<file path="src/verilog/spp_pkg.sv">
// shared constants and types for the six pin port with eeprom lines
package spp_pkg;

  // ---------------------------------------------------------------
  // register addresses
  // ---------------------------------------------------------------
  localparam logic [7:0] ADDR_PORT_DATA = 8'h05;
  localparam logic [7:0] ADDR_TIMER_PULLUP_CONFIG = 8'h81;
  localparam logic [7:0] ADDR_PORT_DIRECTION = 8'h85;
  localparam logic [7:0] ADDR_INTERRUPT_CONTROL = 8'h0b;
  localparam logic [7:0] ADDR_INTERRUPT_CONTROL_MIRROR = 8'h8b;

  // ---------------------------------------------------------------
  // field positions
  // ---------------------------------------------------------------
  localparam int PIN_COUNT = 6;
  localparam int BIT_PIN_THREE = 3;
  localparam int BIT_PIN_FOUR = 4;
  localparam int BIT_EEPROM_DATA = 6;
  localparam int BIT_EEPROM_CLOCK = 7;
  localparam int BIT_PULLUP_DISABLE = 7;
  localparam int BIT_CHANGE_ENABLE = 3;
  localparam int BIT_PORT_CHANGE_FLAG = 0;

  // ---------------------------------------------------------------
  // values after reset
  // ---------------------------------------------------------------
  localparam logic [7:0] RST_PORT_LATCH = 8'hc0;
  localparam logic [5:0] RST_PORT_DIRECTION = 6'h3f;
  localparam logic [7:0] RST_TIMER_PULLUP_CONFIG = 8'hff;
  localparam logic [5:0] RST_PIN_SYNC = 6'h00;
  localparam logic [2:0] RST_PIN_SNAPSHOT = 3'h0;

  // ---------------------------------------------------------------
  // enumerations
  // ---------------------------------------------------------------
  typedef enum logic [2:0] {
    OSC_LP_CRYSTAL = 3'b000,
    OSC_XT_CRYSTAL = 3'b001,
    OSC_HS_CRYSTAL = 3'b010,
    OSC_INTERNAL_RC = 3'b011,
    OSC_EXTERNAL_RC = 3'b100
  } spp_osc_type;

  typedef enum logic [1:0] {
    OP_WRITE = 2'b00,
    OP_BIT_SET = 2'b01,
    OP_BIT_CLEAR = 2'b10,
    OP_NONE = 2'b11
  } spp_op_type;

endpackage

</file>
<file path="src/verilog/spp_eeprom_if.sv">
// line levels and bus conditions of the internal eeprom link
`timescale 1ns/1ps
interface spp_eeprom_if;
  logic dataLine;
  logic clockLine;
  logic startSeen;
  logic stopSeen;

  // the port side drives the line levels and reads the conditions
  modport port (output dataLine, output clockLine, input startSeen, input stopSeen);
  // the watcher reads line levels and reports conditions
  modport watch (input dataLine, input clockLine, output startSeen, output stopSeen);
endinterface

</file>
<file path="src/verilog/spp_sync3.sv">
// three flop input synchroniser, change taken once stages two and three agree
`timescale 1ns/1ps
module spp_sync3 import spp_pkg::*; #(
  parameter int WIDTH = 6
) (
  // clock and reset
  input wire logic clk,
  input wire logic rstB,
  // levels
  input wire logic [WIDTH-1:0] asyncIn,
  output logic [WIDTH-1:0] syncOut
);

  logic [WIDTH-1:0] stage1_q;
  logic [WIDTH-1:0] stage2_q;
  logic [WIDTH-1:0] stage3_q;
  logic [WIDTH-1:0] out_q;
  logic [WIDTH-1:0] agree;

  // only stages two and three are compared, stage one feeds stage two alone
  assign agree = ~(stage2_q ^ stage3_q);
  assign syncOut = out_q;

  // shift chain
  always_ff @(posedge clk or negedge rstB) begin
    if (!rstB) begin
      stage1_q <= '0;
      stage2_q <= '0;
      stage3_q <= '0;
      out_q <= '0;
    end else begin
      stage1_q <= asyncIn;
      stage2_q <= stage1_q;
      stage3_q <= stage2_q;
      out_q <= (agree & stage3_q) | (~agree & out_q);
    end
  end

endmodule // spp_sync3

</file>
<file path="src/verilog/spp_bus_cond.sv">
// start and stop condition watcher on the internal eeprom lines
`timescale 1ns/1ps
module spp_bus_cond (
  // clock and reset
  input wire logic clk,
  input wire logic rstB,
  // link
  spp_eeprom_if.watch link
);

  logic dataPrev_q;
  logic clockPrev_q;
  logic start_q;
  logic stop_q;
  logic clockHeld;
  logic startHit;
  logic stopHit;

  // a data edge while the clock stays high is a condition, never a data bit
  assign clockHeld = clockPrev_q & link.clockLine;
  assign startHit = clockHeld & dataPrev_q & ~link.dataLine;
  assign stopHit = clockHeld & ~dataPrev_q & link.dataLine;
  assign link.startSeen = start_q;
  assign link.stopSeen = stop_q;

  // idle bus is both lines high
  always_ff @(posedge clk or negedge rstB) begin
    if (!rstB) begin
      dataPrev_q <= 1'b1;
      clockPrev_q <= 1'b1;
      start_q <= 1'b0;
      stop_q <= 1'b0;
    end else begin
      dataPrev_q <= link.dataLine;
      clockPrev_q <= link.clockLine;
      start_q <= startHit;
      stop_q <= stopHit;
    end
  end

endmodule // spp_bus_cond

</file>
<file path="src/verilog/spp_port.sv">
// six pin general purpose port with two internal eeprom line bits
`timescale 1ns/1ps
module spp_port import spp_pkg::*; (
  // clock and reset
  input wire logic core_clk,
  input wire logic rst_b,
  // register port of the core
  input wire logic [7:0] regAddr,
  input wire logic regRdEn,
  input wire logic regWrEn,
  input wire logic [1:0] regOp,
  input wire logic [2:0] regBitSel,
  input wire logic [7:0] regWrData,
  output logic [7:0] regRdData,
  // configuration word and analog selection
  input wire logic [2:0] oscMode,
  input wire logic masterClearEn,
  input wire logic clockOutEn,
  input wire logic clockOutSrc,
  input wire logic [5:0] analogSel,
  // external pins
  input wire logic [5:0] pinIn,
  output logic [5:0] pinOut,
  output logic [5:0] pinOe,
  output logic [5:0] pullupEn,
  // internal eeprom lines
  input wire logic eepromDataIn,
  output logic eepromDataOut,
  output logic eepromDataOe,
  output logic eepromClockOut,
  output logic eepromStart,
  output logic eepromStop,
  // status
  output logic portChangeFlag
);

  // ---------------------------------------------------------------
  // reset release
  // ---------------------------------------------------------------
  logic rstMeta_q;
  logic rstSyncB_q;

  // async assert, clocked release
  always_ff @(posedge core_clk or negedge rst_b) begin
    if (!rst_b) begin
      rstMeta_q <= 1'b0;
      rstSyncB_q <= 1'b0;
    end else begin
      rstMeta_q <= 1'b1;
      rstSyncB_q <= rstMeta_q;
    end
  end

  // ---------------------------------------------------------------
  // declarations
  // ---------------------------------------------------------------
  logic [7:0] latch_q;
  logic [7:0] latch_d;
  logic [5:0] dir_q;
  logic [5:0] dir_d;
  logic [7:0] option_q;
  logic [7:0] option_d;
  logic changeEn_q;
  logic changeFlag_q;
  logic [2:0] snap_q;
  logic [7:0] rdData_q;
  logic dataOe_q;
  logic [5:0] pinOut_q;
  logic [5:0] pinOe_q;
  logic [5:0] pullup_q;
  logic [5:0] pinSync;
  logic rcMode;
  logic clockOutActive;
  logic [5:0] altFunc;
  logic [5:0] dirEff;
  logic [7:0] dirRead;
  logic [7:0] portRead;
  logic [7:0] ctrlRead;
  logic [7:0] rdMux;
  logic hitPort;
  logic hitDir;
  logic hitOption;
  logic hitCtrl;
  logic accessOp;
  logic [7:0] portNew;
  logic [7:0] dirNew;
  logic [7:0] optionNew;
  logic [7:0] ctrlNew;
  logic portSample;
  logic [2:0] changeMask;
  logic [2:0] changeNow;
  logic changeHit;
  logic dataLine;

  spp_eeprom_if eeLink ();

  // ---------------------------------------------------------------
  // helpers
  // ---------------------------------------------------------------
  // write types: plain write, or modify one bit of the read value
  function automatic logic [7:0] applyOp(input logic [7:0] base, input logic [1:0] op,
                                         input logic [7:0] data, input logic [2:0] sel);
    logic [7:0] res;
    res = base;
    case (op)
      OP_WRITE: res = data;
      OP_BIT_SET: res[sel] = 1'b1;
      OP_BIT_CLEAR: res[sel] = 1'b0;
      default: res = base;
    endcase
    return res;
  endfunction

  // ---------------------------------------------------------------
  // pin input synchroniser and eeprom watcher
  // ---------------------------------------------------------------
  spp_sync3 #(
    .WIDTH(PIN_COUNT)
  ) pinSyncInst (
    .clk(core_clk),
    .rstB(rstSyncB_q),
    .asyncIn(pinIn),
    .syncOut(pinSync)
  );

  spp_bus_cond busCondInst (
    .clk(core_clk),
    .rstB(rstSyncB_q),
    .link(eeLink.watch)
  );

  // open drain data line, the eeprom may pull it low too
  assign dataLine = latch_q[BIT_EEPROM_DATA] & eepromDataIn;
  assign eeLink.dataLine = dataLine;
  assign eeLink.clockLine = latch_q[BIT_EEPROM_CLOCK];

  // ---------------------------------------------------------------
  // configuration overrides
  // ---------------------------------------------------------------
  // only the rc oscillators leave pins four and five to the port
  assign rcMode = (oscMode == OSC_INTERNAL_RC) || (oscMode == OSC_EXTERNAL_RC);
  assign clockOutActive = rcMode & clockOutEn;
  // pins taken by analog, master clear or oscillator
  assign altFunc = {~rcMode, ~rcMode | clockOutActive, masterClearEn, 3'b000}
                 | (analogSel & 6'h17);

  // effective direction, pin three never drives
  assign dirEff = {rcMode ? dir_q[5:4] : 2'b11, 1'b0, dir_q[2:0]} | 6'h08;
  assign dirRead = {2'b00, dirEff};

  // ---------------------------------------------------------------
  // read values
  // ---------------------------------------------------------------
  // pin levels at the moment of the read, alternates read zero
  assign portRead = {eeLink.clockLine, dataLine, pinSync & ~altFunc};
  assign ctrlRead = {4'h0, changeEn_q, 2'b00, changeFlag_q};

  // address decode, both banks of the interrupt control reach one register
  assign hitPort = regAddr == ADDR_PORT_DATA;
  assign hitDir = regAddr == ADDR_PORT_DIRECTION;
  assign hitOption = regAddr == ADDR_TIMER_PULLUP_CONFIG;
  assign hitCtrl = (regAddr == ADDR_INTERRUPT_CONTROL)
                 || (regAddr == ADDR_INTERRUPT_CONTROL_MIRROR);
  assign accessOp = regWrEn && (regOp != OP_NONE);

  // unmapped addresses read zero
  assign rdMux = hitPort ? portRead :
                 hitDir ? dirRead :
                 hitOption ? option_q :
                 hitCtrl ? ctrlRead : 8'h00;

  // ---------------------------------------------------------------
  // write values
  // ---------------------------------------------------------------
  // modify starts from pins, so input latches take pin levels
  assign portNew = applyOp(portRead, regOp, regWrData, regBitSel);
  assign dirNew = applyOp(dirRead, regOp, regWrData, regBitSel);
  assign optionNew = applyOp(option_q, regOp, regWrData, regBitSel);
  assign ctrlNew = applyOp(ctrlRead, regOp, regWrData, regBitSel);

  // output latches hold all eight bits until written
  assign latch_d = (accessOp && hitPort) ? portNew : latch_q;
  // bit four frozen while clock output is on
  assign dir_d = (accessOp && hitDir)
               ? {dirNew[5], clockOutActive ? dir_q[4] : dirNew[4], dirNew[3:0]}
               : dir_q;
  assign option_d = (accessOp && hitOption) ? optionNew : option_q;

  // ---------------------------------------------------------------
  // change detection
  // ---------------------------------------------------------------
  // a port read or port write op samples the snapshot
  assign portSample = hitPort && (regRdEn || accessOp);
  // one shared setting, master clear leaves pin three out
  assign changeMask = {~masterClearEn, 2'b11};
  assign changeNow = {pinSync[BIT_PIN_THREE], pinSync[1:0]};
  // nothing is detected until the enable is set
  assign changeHit = changeEn_q && |((changeNow ^ snap_q) & changeMask);

  // snapshot of the change pins
  always_ff @(posedge core_clk or negedge rstSyncB_q) begin
    if (!rstSyncB_q) begin
      snap_q <= RST_PIN_SNAPSHOT;
    end else if (portSample) begin
      snap_q <= changeNow;
    end
  end

  // interrupt control enable and flag, set beats clear
  always_ff @(posedge core_clk or negedge rstSyncB_q) begin
    if (!rstSyncB_q) begin
      changeEn_q <= 1'b0;
      changeFlag_q <= 1'b0;
    end else begin
      if (accessOp && hitCtrl) begin
        changeEn_q <= ctrlNew[BIT_CHANGE_ENABLE];
      end
      if (changeHit) begin
        changeFlag_q <= 1'b1;
      end else if (accessOp && hitCtrl) begin
        changeFlag_q <= ctrlNew[BIT_PORT_CHANGE_FLAG];
      end
    end
  end

  // ---------------------------------------------------------------
  // register state
  // ---------------------------------------------------------------
  // all direction bits one on reset
  always_ff @(posedge core_clk or negedge rstSyncB_q) begin
    if (!rstSyncB_q) begin
      latch_q <= RST_PORT_LATCH;
      dataOe_q <= ~RST_PORT_LATCH[BIT_EEPROM_DATA];
      dir_q <= RST_PORT_DIRECTION;
      option_q <= RST_TIMER_PULLUP_CONFIG;
    end else begin
      latch_q <= latch_d;
      dataOe_q <= ~latch_d[BIT_EEPROM_DATA]; // pull enable tracks latch, no extra lag
      dir_q <= dir_d;
      option_q <= option_d;
    end
  end

  // read data answers one edge after the strobe, holds until next read
  always_ff @(posedge core_clk or negedge rstSyncB_q) begin
    if (!rstSyncB_q) begin
      rdData_q <= 8'h00;
    end else if (regRdEn) begin
      rdData_q <= rdMux;
    end
  end

  // ---------------------------------------------------------------
  // pin drivers
  // ---------------------------------------------------------------
  // one floats the driver, zero drives the latch; one cycle behind the
  // registers so every output leaves a flop
  always_ff @(posedge core_clk or negedge rstSyncB_q) begin
    if (!rstSyncB_q) begin
      pinOut_q <= 6'h00;
      pinOe_q <= 6'h00;
      pullup_q <= 6'h00;
    end else begin
      pinOut_q <= latch_q[5:0];
      pinOe_q <= ~dirEff & ~altFunc;
      // clock output drives pin four whatever its direction bit
      if (clockOutActive) begin
        pinOut_q[BIT_PIN_FOUR] <= clockOutSrc;
        pinOe_q[BIT_PIN_FOUR] <= 1'b1;
      end
      // one pull-up setting, pin three's forced on under master clear
      pullup_q <= {2'b00, ~option_q[BIT_PULLUP_DISABLE] | masterClearEn, 1'b0,
                   {2{~option_q[BIT_PULLUP_DISABLE]}}};
    end
  end

  // ---------------------------------------------------------------
  // outputs
  // ---------------------------------------------------------------
  // line timing is firmware's duty, the port just mirrors latches
  assign regRdData = rdData_q;
  assign pinOut = pinOut_q;
  assign pinOe = pinOe_q;
  assign pullupEn = pullup_q;
  assign eepromDataOut = 1'b0;
  assign eepromDataOe = dataOe_q;
  assign eepromClockOut = latch_q[BIT_EEPROM_CLOCK];
  assign eepromStart = eeLink.startSeen;
  assign eepromStop = eeLink.stopSeen;
  assign portChangeFlag = changeFlag_q;

endmodule // spp_port

</file>
<file path="config.mk">
export PLATFORM = sky130hd
export DESIGN_NAME = spp_port
export DESIGN_NICKNAME = d
export VERILOG_FILES = /design/src/verilog/spp_pkg.sv /design/src/verilog/spp_eeprom_if.sv /design/src/verilog/spp_sync3.sv /design/src/verilog/spp_bus_cond.sv /design/src/verilog/spp_port.sv
export SDC_FILE = /design/constraint.sdc
export NUM_CORES = 1
export LEC_CHECK = 0
export ABC_CLOCK_PERIOD_IN_PS = 4700
export BUFFER_PORTS_ARGS = -buffer_cell sky130_fd_sc_hd__buf_4
export CELL_PAD_IN_SITES_DETAIL_PLACEMENT = 0
export CELL_PAD_IN_SITES_GLOBAL_PLACEMENT = 2
export CORE_AREA = 2 2 123 89
export DETAILED_ROUTE_END_ITERATION = 7
export DIE_AREA = 0 0 125 91
export PLACE_DENSITY = 0.9
export SYNTH_ARGS = -nofsm -noshare
export SYNTH_HDL_FRONTEND = slang
export SYNTH_SLANG_ARGS = --single-unit
</file>
<file path="constraint.sdc">
create_clock -name core_clk -period 4.7 [get_ports core_clk]
set_clock_uncertainty 0.05 [all_clocks]
set_input_delay 0.235 -clock core_clk [delete_from_list [all_inputs] [get_ports core_clk]]
set_output_delay 0.235 -clock core_clk [all_outputs]
set_load 0.01 [all_outputs]
</file>
**After elaboration in Yosys (flattened, before gate mapping)**

Index checks and enable logic that the tools add are counted.

- Output and inout bits: 32
- Bits in registers: 81
- Input bits: 44

- Eq/ne operators: 10
- Bitwise logic cells: 38
- Multiplexer cells: 16
- Reduce and logical (&&, ||, !) cells: 22
- $lt $le $gt $ge: 2

Operators by type and width:

| operator | count |
|---|---|
| $pmux 8 s3 | 2 |
| $and 6x6->6 | 5 |
| $eq 8x8->1 const B | 3 |
| $mux 8 | 3 |
| $not 6->6 | 4 |
| $pmux 6 s3 | 1 |
| $and 8x8->8 | 2 |
| $or 8x8->8 | 2 |
| $or 6x6->6 | 2 |
| $pmux 4 s3 | 1 |
| $reduce_and 2->1 | 6 |
| $eq 8x3->1 const B | 1 |
| $eq 8x4->1 const B | 1 |
| $logic_and 1x1->1 | 8 |
| $not 8->8 | 1 |
| $and 1x1->1 | 7 |
| $mux 7 | 1 |
| $not 1->1 | 7 |
| $or 6x5->6 | 1 |
| $xor 6x6->6 | 1 |
| $mux 1 | 5 |
| $and 4x4->4 | 1 |
| $lt 3x4->1 const B | 1 |
| $mux 4 | 1 |
| 18 further kinds | 21 |

**Depth between registers and ports, before layout**

Gate-level depths: netlist of the first run.

- Word-level depth: 11
- Depth in mapped cells: 7

**By module**

A second synthesis of the first run with hierarchy kept.

- Cell total of the unflattened synthesis: 327
- Area total of the unflattened synthesis: 3584.7 um^2

Modules (own cells, without submodules):

| module | cells an instance | instances | area an instance (um^2) |
|---|---|---|---|
| spp_port | 291 | 1 | 2793.9 |
| spp_sync3 | 30 | 1 | 668.1 |
| spp_bus_cond | 6 | 1 | 122.6 |

**Worst setup path before layout of the first run**

No wires, ideal clock.

- Kind: input to register
- Start point: input regAddr[5]
- End point: register option_q[0]
- Path slack: 2948 ps
- Arrival time: 1625 ps
- Cell stages on the path: 5
- Required time: 4573 ps
- Path buffers: 1
- Cells stage by stage: or4b_1 -> buf_6 -> nor4_4 -> o21ai_2 -> a21o_1

- Longest elaborated chain between the ends: 3

RTL lines:

| item | line | RTL |
|---|---|---|
| start, declared | spp_port.sv:8 | `input wire logic [7:0] regAddr,` |
| $eq 8x8->1 | spp_port.sv:161 | `assign hitOption = regAddr == ADDR_TIMER_PULLUP_CONFIG;` |
| $logic_and 1x1->1 | spp_port.sv:187 | `assign option_d = (accessOp && hitOption) ? optionNew : option_q;` |
| $reduce_and 2->1 (no line) | -- |  |
| end signal, assigned | spp_port.sv:240 | `option_q <= option_d;` |
| end, declared | spp_port.sv:61 | `logic [7:0] option_q;` |

Every way passes these cells.
A chain may end at the register's enable or synchronous reset.

**Final worst setup path of the first run**

- Start point: input regOp[0]
- End point: register option_q[7]

- Longest elaborated chain between the ends: 4
- Elaborated cells on any way between the ends: 9

RTL lines:

| item | line | RTL |
|---|---|---|
| start, declared | spp_port.sv:11 | `input wire logic [1:0] regOp,` |
| $ne 2x2->1 | spp_port.sv:164 | `assign accessOp = regWrEn && (regOp != OP_NONE);` |
| $logic_and 1x1->1 | spp_port.sv:164 |  |
| $logic_and 1x1->1 | spp_port.sv:187 |  |
| $reduce_and 2->1 (no line) | -- |  |

Several ways; a longest one is shown, not always the timed one.

==> results of run 1 <==
==> worst max-delay path, stage by stage <==
cell and delay, ns:
buf_4 0.13, ha_1 0.39, nor3b_1 0.84, nand4_1 0.44
o21ai_0 0.30, a21oi_1 0.07
==> stage by stage <==
stage	worst slack, ns	area (µm²)	hold slack (ns)
floorplan	2.35	3700	-0.111
global placement	2.21	4260	-0.0325
detailed placement	2.14	4260	-0.0311
CTS	2.52	4650	0.00714
global route	2.37	4650	0.0104
finish	2.50	4650	0.0162
==> routing by layer <==
layer	vias up	share of wire [%]
met5	-	0
met4	0	1.2
met3	13	6.1
met2	93	43
met1	1431	50
li1	1374	-
==> how the worst max path moves through the flow <==
stage / startpoint / end / slack [ns] / cells past startpoint
6_report: regOp[0] / option_q[7] / 2.50 / 6
5_1_grt: regOp[0] / option_q[7] / 2.37 / 6
4_1_cts: regAddr[5] / latch_q[6] / 2.52 / 5
3_5_place_dp: regAddr[5] / latch_q[6] / 2.14 / 5
3_3_place_gp: regAddr[5] / latch_q[6] / 2.21 / 5
2_1_floorplan: rstSyncB_q / asynchronous set/reset pin / 2.35 / 0
==> synth_stat cells (all sizes together) (6+ instances only) <==
library cell / number / area (µm²)
a22o: 6 / 52.6
nor2b: 7 / 43.8
inv: 14 / 52.6
clkbuf: 16 / 60.1
nand2b: 8 / 50.1
nand2: 25 / 93.8
nand3: 6 / 30.0
dfrtp: 61 / 1530
buf: 8 / 60.1
nor2: 22 / 82.6
a21o: 7 / 52.6
dfstp: 17 / 447
o21ai: 23 / 119
a21oi: 27 / 135
maj3: 6 / 60.1
nand3b: 6 / 45.0
==> registers in the layout, indices dropped and copies added, names as in the netlist, 2 cells and up, named ones only <==
register,cells
latch_q,8
option_q,8
regRdData,8
pinOut,6
pinSyncInst.stage1_q,6
pinSyncInst.stage2_q,6
pinSyncInst.stage3_q,6
dir_q,5
pinOe,5
snap_q,3
pullupEn,2
==> cells in the final DEF (no fill, tap or decap), types with 5 or more instances in the layout <==
cell and n:
o211ai_1 5, nor2_1 22, dfrtp_1 60, ha_1 5, dlygate4sd3_1 9, conb_1 6, nor3b_1 5, nand3b_1 6
dfstp_2 17, nor2b_1 7, nand2_1 25, buf_4 68, maj3_1 6, inv_1 14, a22o_1 6, a21oi_1 27
o21ai_0 21, a21o_1 7, clkbuf_16 9, nand3_1 6, nand2b_1 8
==> power groups by stage <==
stage	Combinational, µW	Clock (µW)	Sequential, µW
CTS	172	712	734
global route	190	742	738
detailed placement	166	0	746
global placement	163	0	745
floorplan	96.1	0	740
finish	175	695	732
==> cell families after synthesis <==
family	share of synthesized area, %
buf+inv	4.69
xor+xnor	0.713
mux	1.22
compound gates	19.6
fa+ha+maj	3.33
other cells	0.204
flops	53.6
simple gates	16.7
==> area by class of cell <==
cell class	instances	share of cell area [%]
Clock buffer	9	4.85
Clock inverter	7	1.59
Inverter	14	1.13
Multi-Input combinational cell	234	33.4
Sequential cell	78	42.5
Tap cell	132	3.55
Timing Repair Buffer	77	12.9
==> results.json, run 1 <==
{
  "synth-main-ff-cell": "dfrtp_1",
  "clk_path_buf_depth": 2,
  "yosysSeqAreaShare_pct": 53.6,
  "num_antenna_cells": 0,
  "p_leak_uw": 0.00204,
  "grt_pass1_vias": 2823,
  "synthDistinctLibCells": 56,
  "ys_seq_elements": 78,
  "cts_resized": 0,
  "holdPathStages": 2,
  "die_x_um": 125,
  "ctsRootBufferMaster": "clkbuf_16",
  "num_rows": 31,
  "clk_latency_ns": 0.34,
  "syn_inst": 346,
  "max_freq_mhz": 454,
  "antenna_found_initial": 0,
  "grt_use_met2_pct": 24.0,
  "place_congestion": 0.852,
  "busiest_layer": "met1",
  "pin_count": 76,
  "route.vias.total": 2911,
  "finalCoreUtilization_pct": 45.7,
  "grt_pass1_wl_um": 15000,
  "viasPerCell": 5.28,
  "first_iter_violations": 149,
  "end_kind": "flip-flop",
  "numPlacedInstances": 526,
  "dieHeight_um": 91,
  "r2r_end": "eepromDataOe",
  "switching_power_uw": 408,
  "gr-usage-met3_pct": 4.83,
  "layout-drive-gt1-share_pct": 28.4,
  "min_to": "pinOe[1]",
  "regToRegSetupSlack_ns": 3.30,
  "p_per_area_nw_per_um2": 345,
  "hp-class": "input pin to flip-flop",
  "multi_input_area_um2": 1550,
  "ff2ff_path_depth": 4,
  "cts_tree": "built",
  "postSynthAreaPerCell_um2": 10.6,
  "path_clk_slew_ns": 0.06,
  "tightest_slew_ns": 0.951,
  "hpwl_um": 6510,
  "n_fill_cell": 976,
  "totalWireLength_um": 9410,
  "final_nets": 463,
  "cp_data_required_time_ns": 4.89,
  "status": "finished clean",
  "clock_sinks": 78,
  "hold_violations": 0,
  "wire_per_inst_um": 17.1,
  "path_class": "input pin to flip-flop",
  "reg2reg_from": "latch_q[6]",
  "coreArea_um2": 10200,
  "power.share.sequential_pct": 45.7,
  "rsz0062_at_grt": "no",
  "max_cap_violations": 0,
  "register_area_um2": 1980,
  "cts_post_setup_buffers_inserted": 0,
  "setup_viol": 0,
  "remaining_drc_errors": 0,
  "relSlewSlack_pct": 36.6,
  "fin_tns_setup_ns": 0,
  "drt.antenna.violating_nets": 0,
  "min_from": "analogSel[1]",
  "dieArea_um2": 11400,
  "portBuffers": 68,
  "grt_max_degree": 77,
  "min_period_ns": 2.20,
  "yosysWarnings": 0,
  "peakVddDrop_uv": 206,
  "report.power.total_uw": 1600,
  "syn-cell-area_um2": 3680,
  "min_period_over_period_pct": 46.9,
  "drv_slew": 0,
  "use_met1_pct": 25.0,
  "dr.pass1.iters": 4,
  "area_delta_synth_final_pct": 26.2,
  "h-tree-depth": 3,
  "comb_power_share_pct": 10.9,
  "numCtsBuffers": 9,
  "grt.total_usage_pct": 16.9,
  "final_cells": 551,
  "crit_fanout": 13,
  "cp.arrival_ns": 2.39,
  "p_clk_share_pct": 43.4,
  "critPathLaunchType": "input pin",
  "switching_share_pct": 25.5,
  "postCtsHoldBufs": 9,
  "p_int_uw": 1190,
  "start_util_pct": 36.2,
  "grt_overflow": 0,
  "async_reset_ff_share_pct": 100,
  "synth_edf_count": 0
}
Note: power is estimated with default switching activity, not from simulation.
==> inputs of run 2 (changes only) <==
Settings changed: ABC_CLOCK_PERIOD_IN_PS 4700 to 2000, CORE_AREA 2 2 123 89 to 2 2 134 97, DIE_AREA 0 0 125 91 to 0 0 136 99, PLACE_DENSITY 0.9 to 0.81.
Clock period 4.7 ns to 2 ns, I/O delays scaled along.
==> results.json, run 2 (synthesis gave the netlist of run 1 again) <==
{
  "dieHeight_um": 99,
  "layout_common_cells": "buf_4, dfrtp_1, a21oi_1, nand2_1, nor2_1",
  "min_period_ns": 1.56,
  "stdcell_area_um2": 4910,
  "grt_max_degree": 37,
  "min_period_over_period_pct": 78.1,
  "final_nets": 485,
  "hpwl_um": 7130,
  "setup.worst_path.start": "regAddr[5]",
  "status": "finished clean",
  "ctsRootBufferMaster": "clkbuf_16",
  "crit_fanout": 9,
  "drt.antenna.violating_nets": 0,
  "path_class": "input pin to flip-flop",
  "route.vias.total": 2934,
  "area_delta_synth_final_pct": 33.2,
  "route.met3.wl_um": 664,
  "topRoutingLayerUsed": "met4",
  "final_cells": 603,
  "hold_violations": 0,
  "hp-class": "input pin to flip-flop",
  "grt_pass1_vias": 2879,
  "tightest_slew_ns": 0.562,
  "pin_count": 76,
  "path_clk_slew_ns": 0.06,
  "totalWireLength_um": 9830,
  "h-tree-depth": 3,
  "p_per_area_nw_per_um2": 801,
  "start_util_pct": 30.3,
  "grt.total_usage_pct": 15.2,
  "clk_latency_ns": 0.34,
  "critPathLaunchType": "input pin",
  "clock_sinks": 78,
  "numPlacedInstances": 571,
  "grt_pass1_wl_um": 15500,
  "die_x_um": 136,
  "cts_resized": 0,
  "place_congestion": 0.807,
  "ff2ff_path_depth": 4,
  "coreArea_um2": 12200,
  "dpl-instance-area_um2": 4420,
  "first_iter_violations": 197,
  "regToRegSetupSlack_ns": 0.57,
  "peakVddDrop_uv": 578,
  "final_common_cell": "buf_4",
  "max_freq_mhz": 640,
  "cts_post_setup_buffers_inserted": 0,
  "r2r_end": "regRdData[0]",
  "remaining_drc_errors": 0,
  "viasPerCell": 4.87,
  "portBuffers": 68,
  "worst_slack_ns": 0.438,
  "rsz0062_at_grt": "no",
  "max_cap_violations": 0,
  "numCtsBuffers": 9,
  "wire_per_inst_um": 16.3,
  "num_antenna_cells": 0,
  "layout-drive-gt1-share_pct": 30.2,
  "fin_tns_setup_ns": 0,
  "cts_tree": "built",
  "drv_slew": 0,
  "setup_viol": 0,
  "antenna_found_initial": 0,
  "cp_data_required_time_ns": 2.17,
  "num_rows": 34,
  "wl_met2_um": 4240,
  "cp.arrival_ns": 1.73,
  "dp_slack_ns": 0.0965,
  "postCtsHoldBufs": 16,
  "dieArea_um2": 13500,
  "grt_overflow": 0,
  "wl_met1_um": 4840,
  "p_leak_uw": 0.00216,
  "dr.pass1.iters": 4,
  "end_kind": "flip-flop",
  "relSlewSlack_pct": 62.5,
  "crit_path_end": "snap_q[1]",
  "clk_path_buf_depth": 2
}
[run 2: final cells by class]
cell class | instances | area, µm²
fill | 1226 | 7260
sequential | 78 | 1980
multi-input combinational | 234 | 1550
timing repair buffer | 99 | 796
clock buffer | 11 | 243
tap | 162 | 203
clock inverter | 5 | 82.6
inverter | 14 | 52.6
[run 2: routing by layer]
layer | up-vias | GRT usage (%)
li1 | 1415 | -
met1 | 1411 | 22.4
met2 | 100 | 22.1
met3 | 8 | 4.01
met4 | 0 | 3.93
met5 | - | 0
[run 2: worst min-delay path by stage]
stage            startpoint          end  slack, ns  cells after the start
2_1_floorplan         rst_b    rstMeta_q      -0.25                      0
3_3_place_gp          rst_b    rstMeta_q      -0.17                      1
3_5_place_dp          rst_b    rstMeta_q      -0.17                      1
4_1_cts        regWrData[1]  option_q[1]      0.002                      3
5_1_grt        regWrData[1]  option_q[1]       0.02                      3
6_report       regWrData[1]  option_q[1]       0.02                      3
[run 2: power breakdown]
group / internal (µW) / switching, µW
clock network: 1130 / 642
logic: 213 / 242
registers: 1650 / 54.7
total: 2990 / 939
[run 2: metrics by stage]
stage / power [µW] / hold WS [ns] / util, %
final: 3930 / 0.0182 / 40.3
after global routing: 4110 / 0.0200 / 40.3
after CTS: 4000 / 0.00237 / 40.3
after detailed placement: 2160 / -0.165 / 36.3
after global placement: 2160 / -0.167 / 36.3
after floorplan: 1960 / -0.246 / -
[run 2: critical path, stage by stage]
cell and delay (ns):
buf_4 0.11, or4b_1 0.51, buf_4 0.20, nor3_4 0.24, o21ai_1 0.22, mux2_2 0.33
